### src/design/ref_gpio_pkg.sv
/*
  Constants for the reference select, reference monitor and general-purpose
  pin block: register indices, field positions, reset values and codes.
  Assumes a plain register port with one-cycle read latency.
*/
package ref_gpio_pkg;

  localparam int         ADDR_W       = 4;
  localparam int         DATA_W       = 8;
  localparam int         NUM_PINS     = 4;

  // Register indices on the plain register port
  localparam logic [3:0] ADDR_REF_CFG = 4'h0;
  localparam logic [3:0] ADDR_STATUS  = 4'h1;
  localparam logic [3:0] ADDR_PIN_CON = 4'h2;
  localparam logic [3:0] ADDR_PIN_DIR = 4'h3;
  localparam logic [3:0] ADDR_PIN_VAL = 4'h4;

  // Reference configuration fields
  localparam int         NEG_SEL_LSB  = 0;
  localparam int         POS_SEL_LSB  = 2;
  localparam int         REF_ON_BIT   = 4;

  // Primary status field
  localparam int         ALARM_BIT    = 3;

  // Reference select codes
  localparam logic [1:0] SEL_INTERNAL = 2'h0;
  localparam logic [1:0] SEL_SUPPLY   = 2'h1;
  localparam logic [1:0] SEL_EXT_A    = 2'h2;
  localparam logic [1:0] SEL_EXT_B    = 2'h3;

  // Pins that share the second external reference pair
  localparam int         SHARED_POS   = 2;
  localparam int         SHARED_NEG   = 3;

  // Reset values
  localparam logic [1:0] SEL_RESET    = SEL_SUPPLY;
  localparam logic [3:0] PIN_CON_RST  = 4'h0;
  localparam logic [3:0] PIN_DIR_RST  = 4'hf;
  localparam logic [3:0] PIN_VAL_RST  = 4'h0;
  localparam logic [7:0] ZERO_BYTE    = 8'h00;

endpackage

### src/design/ref_select_monitor_gpio.sv
/*
  Reference multiplexer selection, internal reference enable, low-reference
  alarm and four general-purpose pins behind a plain register port.
  Assumes an analog comparator gives a synchronous low-reference level and
  the converter gives a one-cycle pulse at each conversion.
*/
// The placing of the registers and the strobed register port were left to the implementer.
`timescale 1ns/100ps
`default_nettype none

module ref_select_monitor_gpio
  import ref_gpio_pkg::*;
#(
  parameter int NPINS = NUM_PINS
) (
  input  wire logic                         clk,          // 20 MHz clock
  input  wire logic                         sys_rst,      // Sync reset
  input  wire logic [ref_gpio_pkg::ADDR_W-1:0] reg_addr,  // Register index
  input  wire logic [ref_gpio_pkg::DATA_W-1:0] reg_wdata, // Write data
  input  wire logic                         reg_wr,       // Write strobe
  input  wire logic                         reg_rd,       // Read strobe
  output logic [ref_gpio_pkg::DATA_W-1:0]   reg_rdata,    // Read data
  input  wire logic                         ref_low,      // Ref below limit
  input  wire logic                         conv_done,    // Conversion pulse
  output logic [1:0]                        pos_ref_select, // Pos mux code
  output logic [1:0]                        neg_ref_select, // Neg mux code
  output logic                              internal_ref_on, // Ref power
  output logic                              low_ref_alarm, // Alarm flag
  output logic                              ref_b_pins_free, // Ref B usable
  input  wire logic [NPINS-1:0]             pin_in,       // Pin levels
  output logic [NPINS-1:0]                  pin_out,      // Pin drive value
  output logic [NPINS-1:0]                  pin_oe        // Pin drive enable
);

  logic [1:0]       pos_sel_r;
  logic [1:0]       neg_sel_r;
  logic             ref_on_r;
  logic             alarm_r;
  logic [NPINS-1:0] con_r;
  logic [NPINS-1:0] dir_r;
  logic [NPINS-1:0] val_r;
  logic [NPINS-1:0] rd_val;
  logic [DATA_W-1:0] rdata_nxt;
  logic [DATA_W-1:0] rdata_r;

  // ------------------------------------------------------------------
  // Reference configuration
  // ------------------------------------------------------------------
  always_ff @(posedge clk) begin
    if (sys_rst) begin
      pos_sel_r <= SEL_RESET;
      neg_sel_r <= SEL_RESET;
      ref_on_r  <= 1'b0;
    end else if (reg_wr && reg_addr == ADDR_REF_CFG) begin
      pos_sel_r <= reg_wdata[POS_SEL_LSB +: 2];
      neg_sel_r <= reg_wdata[NEG_SEL_LSB +: 2];
      ref_on_r  <= reg_wdata[REF_ON_BIT];
    end
  end

  // Codes go straight to the analog mux: 00 internal, 01 supply/ground,
  // 10 pair A, 11 pair B. Polarity choice is left to software.
  assign pos_ref_select  = pos_sel_r;
  assign neg_ref_select  = neg_sel_r;
  assign internal_ref_on = ref_on_r;

  // ------------------------------------------------------------------
  // Reference monitor
  // ------------------------------------------------------------------
  // Set wins: while the level is low the flag holds; it only drops at a
  // conversion with the level already good. No register write touches it.
  always_ff @(posedge clk) begin
    if (sys_rst)
      alarm_r <= 1'b0;
    else if (ref_low)
      alarm_r <= 1'b1;
    else if (conv_done)
      alarm_r <= 1'b0;
  end
  assign low_ref_alarm = alarm_r;

  // ------------------------------------------------------------------
  // General-purpose pins
  // ------------------------------------------------------------------
  always_ff @(posedge clk) begin
    if (sys_rst) begin
      con_r <= PIN_CON_RST;
      dir_r <= PIN_DIR_RST;
      val_r <= PIN_VAL_RST;
    end else if (reg_wr) begin
      if (reg_addr == ADDR_PIN_CON)
        con_r <= reg_wdata[NPINS-1:0];
      if (reg_addr == ADDR_PIN_DIR)
        dir_r <= reg_wdata[NPINS-1:0];
      if (reg_addr == ADDR_PIN_VAL)
        val_r <= reg_wdata[NPINS-1:0];
    end
  end

  genvar g;
  generate
    for (g = 0; g < NPINS; g++) begin : g_pin
      // Detached pins stay undriven so a shared pin keeps its ref role
      assign pin_oe[g]  = con_r[g] & ~dir_r[g];
      assign pin_out[g] = val_r[g];
      // Outputs read back the written value, inputs the pin level
      assign rd_val[g]  = dir_r[g] ? pin_in[g] : val_r[g];
    end
  endgenerate

  // Pair B is usable as a reference only while both shared pins detached
  assign ref_b_pins_free = ~con_r[SHARED_POS] & ~con_r[SHARED_NEG];

  // ------------------------------------------------------------------
  // Read path
  // ------------------------------------------------------------------
  always_comb begin
    rdata_nxt = ZERO_BYTE;
    unique case (reg_addr)
      ADDR_REF_CFG: begin
        rdata_nxt[POS_SEL_LSB +: 2] = pos_sel_r;
        rdata_nxt[NEG_SEL_LSB +: 2] = neg_sel_r;
        rdata_nxt[REF_ON_BIT]       = ref_on_r;
      end
      ADDR_STATUS:  rdata_nxt[ALARM_BIT] = alarm_r;
      ADDR_PIN_CON: rdata_nxt[NPINS-1:0] = con_r;
      ADDR_PIN_DIR: rdata_nxt[NPINS-1:0] = dir_r;
      ADDR_PIN_VAL: rdata_nxt[NPINS-1:0] = rd_val;
      default:      rdata_nxt = ZERO_BYTE;
    endcase
  end

  // Data only in the cycle after the read strobe, zero otherwise
  always_ff @(posedge clk) begin
    if (sys_rst)
      rdata_r <= ZERO_BYTE;
    else if (reg_rd)
      rdata_r <= rdata_nxt;
    else
      rdata_r <= ZERO_BYTE;
  end
  assign reg_rdata = rdata_r;
endmodule

`default_nettype wire

### config.mk
export PLATFORM = sky130hd
export DESIGN_NAME = ref_select_monitor_gpio
export DESIGN_NICKNAME = d
export VERILOG_FILES = /design/src/design/ref_gpio_pkg.sv /design/src/design/ref_select_monitor_gpio.sv
export SDC_FILE = /design/constraint.sdc
export NUM_CORES = 1
export LEC_CHECK = 0
export ABC_CLOCK_PERIOD_IN_PS = 1250
export BUFFER_PORTS_ARGS = -buffer_cell sky130_fd_sc_hd__clkbuf_2
export CORE_ASPECT_RATIO = 0.5
export CORE_MARGIN = 5
export CORE_UTILIZATION = 38
export DETAILED_ROUTE_END_ITERATION = 8
export GPL_TIMING_DRIVEN = 1
export PLACE_DENSITY_LB_ADDON = 0.2
export SYNTH_ARGS = -nofsm -noshare
export SYNTH_HDL_FRONTEND = slang
export SYNTH_SLANG_ARGS = --single-unit
### constraint.sdc
create_clock -name clk -period 1.25 [get_ports clk]
set_input_delay 0.125 -clock clk [delete_from_list [all_inputs] [get_ports clk]]
set_output_delay 0.125 -clock clk [all_outputs]
set_load 0.01 [all_outputs]
==> out/results.ini <==
[clock_tree]
cts_setup_buffers=0
numCtsBuffers=3
clockRootBuffer=clkbuf_8
ctsHoldBuffers=0
cts.clk_slew.worst_paths_ps=80
htreeDepth=1
ctsResizeCount=0
clk_latency_ps=260
cts_tree=yes
clk_path_buf_depth=2
cts.sinks=23

[synth]
syn-instance-count=125
yosys.area.top_type=dfxtp_1
synth-compound-area-share_pct=19.7
synth-xor-area-share_pct=0
yosys.area_share.simple_pct=23.6
ys_seq_area_share_pct=39.8
postSynthAreaPerCell_um2=9.26
yosysTopAreaCellShare_pct=39.8
synthMuxAreaShare_pct=9.19
synth_fa_ha_area_share_pct=0
synth_cell_types=33
ys_warn_count=0
synth_top_family_by_area=simple AND/OR/NAND/NOR gates
synth_area_um2=1160
synth-seq-cells=23
synth_area_leaders=dfxtp_1, a21oi_1, mux2_2

[floorplanning]
die_h_um=49.0
rows=14
ios=45
dieWidth_um=88.0
dieArea_um2=4320
core-area_um2=2960
initial_core_util_pct=39.1

[grt]
grt_max_degree=19
grt.overflow.total=0
grtUsageTotal_pct=14.4
grt_pass1_vias=996
grt_pass1_wl_um=4890
grt_antenna_before_repair=0

[cells_and_area]
syn_to_final_growth_pct=27.4
antenna_cells=0
n_fill_cell=302
drive_above_1_share_pct=38.0
multi_input_area_um2=618
seq_area_um2=460
nets=194
layout_commonest_cell=clkbuf_2
final_cell_mix=clkbuf_2, dfxtp_1, buf_4
design_area_um2=1470

[critical_path]
worstSetupStartpointType=register
r2r_slack_ps=100
critical_path.startpoint=dir_r[0]
end_kind=register
required_ps=1400
r2r-end=reg_rdata[0]
criticalPathCategory=reg2reg
critPathMaxFanout=2
reg2reg_depth=3
rr_startpoint=dir_r[0]
arrival_ps=1300

[timing]
layout_min_cycle_time_ps=1150
hold_viol_final=0
rsz0062_at_grt=no
setup_ws_ps=105
whs_ps=79.8
finalSetupViolCount=0
max_freq_ghz=0.873
period_share_pct=91.6
fin_skew_ps=6.28
slew_viol_final=0

[placed_design]
gp_congestion=0.801
dp_slack_ps=-36.3
hpwl_um=2290
post_dp_cell_area_um2=1430
portBuffers=38

[hold_path]
holdPathStages=3
hold_path_end=low_ref_alarm
hold_class=in2reg
worstHoldStart=ref_low

[detailed_routing]
drtPass1Iterations=4
vias=1077
wirelength_um=3050
wire_per_inst_um=14.5
drt_iter0_markers=62
drc=0
vias_per_cell=5.10
antenna_left=0

[pwr]
p_leak_nw=0.622
peakVddDrop_uv=571
power_density_nw_per_um2=955

[status]
status=completed

[flow_run]
drv_cap=0

==> how the worst max path moves through the flow <==
| stage | endpoint | depth (start not counted) |
|---|---|---|
| after CTS | reg_rdata[0] | 3 |
| after floorplan | dir_r[0] | 5 |
| after detailed placement | neg_ref_select[0] | 5 |
| after global routing | reg_rdata[0] | 3 |
| after global placement | reg_rdata[1] | 4 |
| final | reg_rdata[0] | 3 |
==> metrics by stage <==
| step | cells | util, % | total power, mW | TNS [ps] |
|---|---|---|---|---|
| detailed placement | 207 | 48.2 | 0.965 | -135 |
| floorplan | 127 | - | 0.892 | 0 |
| CTS | 211 | 49.8 | 1.42 | 0 |
| global placement | 207 | 48.2 | 0.962 | -45.7 |
| finish | 211 | 49.8 | 1.41 | 0 |
| global route | 211 | 49.8 | 1.48 | 0 |
==> where the power goes <==
| group | switching [mW] | total, mW | internal, mW |
|---|---|---|---|
| logic | 0.107 | 0.196 | 0.0897 |
| clock network | 0.236 | 0.459 | 0.222 |
| registers | 0.00871 | 0.753 | 0.744 |
==> synth_stat cells <==
cell / instances
conb_1: 1
a21oi_2: 2
or3b_1: 1
a21oi_1: 12
nand2b_1: 2
mux2i_1: 5
clkbuf_1: 1
nand3_1: 11
nor3_1: 2
or3_1: 1
buf_2: 3
or4b_4: 1
inv_1: 3
and2_1: 4
nor2b_1: 5
buf_1: 1
nor3b_1: 1
a221o_1: 4
nor2_1: 4
nand2_1: 3
a211o_1: 2
or4_1: 2
o21ai_0: 11
dfxtp_1: 23
nor4b_2: 1
mux2_2: 5
a222oi_1: 2
and4bb_1: 1
and3_1: 2
buf_4: 4
nor4_4: 1
o22a_1: 2
buf_6: 2
==> per-layer routing <==
| layer | routed length (µm) | share of wire [%] | global-route usage, % |
|---|---|---|---|
| met5 | 0 | 0 | 0 |
| met4 | 21 | 0.69 | 2.26 |
| met3 | 232 | 7.6 | 4.38 |
| met2 | 1310 | 43 | 22.1 |
| met1 | 1490 | 49 | 20.3 |
==> cell families after synthesis <==
kind of cell | Yosys count
AND/OR/NAND/NOR | 42
other | 1
multiplexers | 10
flip-flops | 23
AO/OA/AOI/OAI | 35
buffers and inverters | 14
==> critical path, stage by stage (launching register included) <==
cell	delay [ps]
dfxtp_1	340
mux2_2	340
a222oi_1	280
nor2_1	80
==> cell type report <==
type / instances / area share [%]
Multi-Input combinational cell: 90 / 41.9
Sequential cell: 23 / 31.2
Timing Repair Buffer: 51 / 19.5
Tap cell: 40 / 3.40
Clock buffer: 3 / 2.80
Inverter: 3 / 0.764
Clock inverter: 1 / 0.340
==> state kept, by name, summed over array words and instances, names as in the netlist <==
signal           count
reg_rdata            5
internal_ref_on      1
pin_out              4
neg_ref_select       2
pos_ref_select       2
dir_r                4
con_r                4
low_ref_alarm        1
Power figures use the tool's default switching activity.
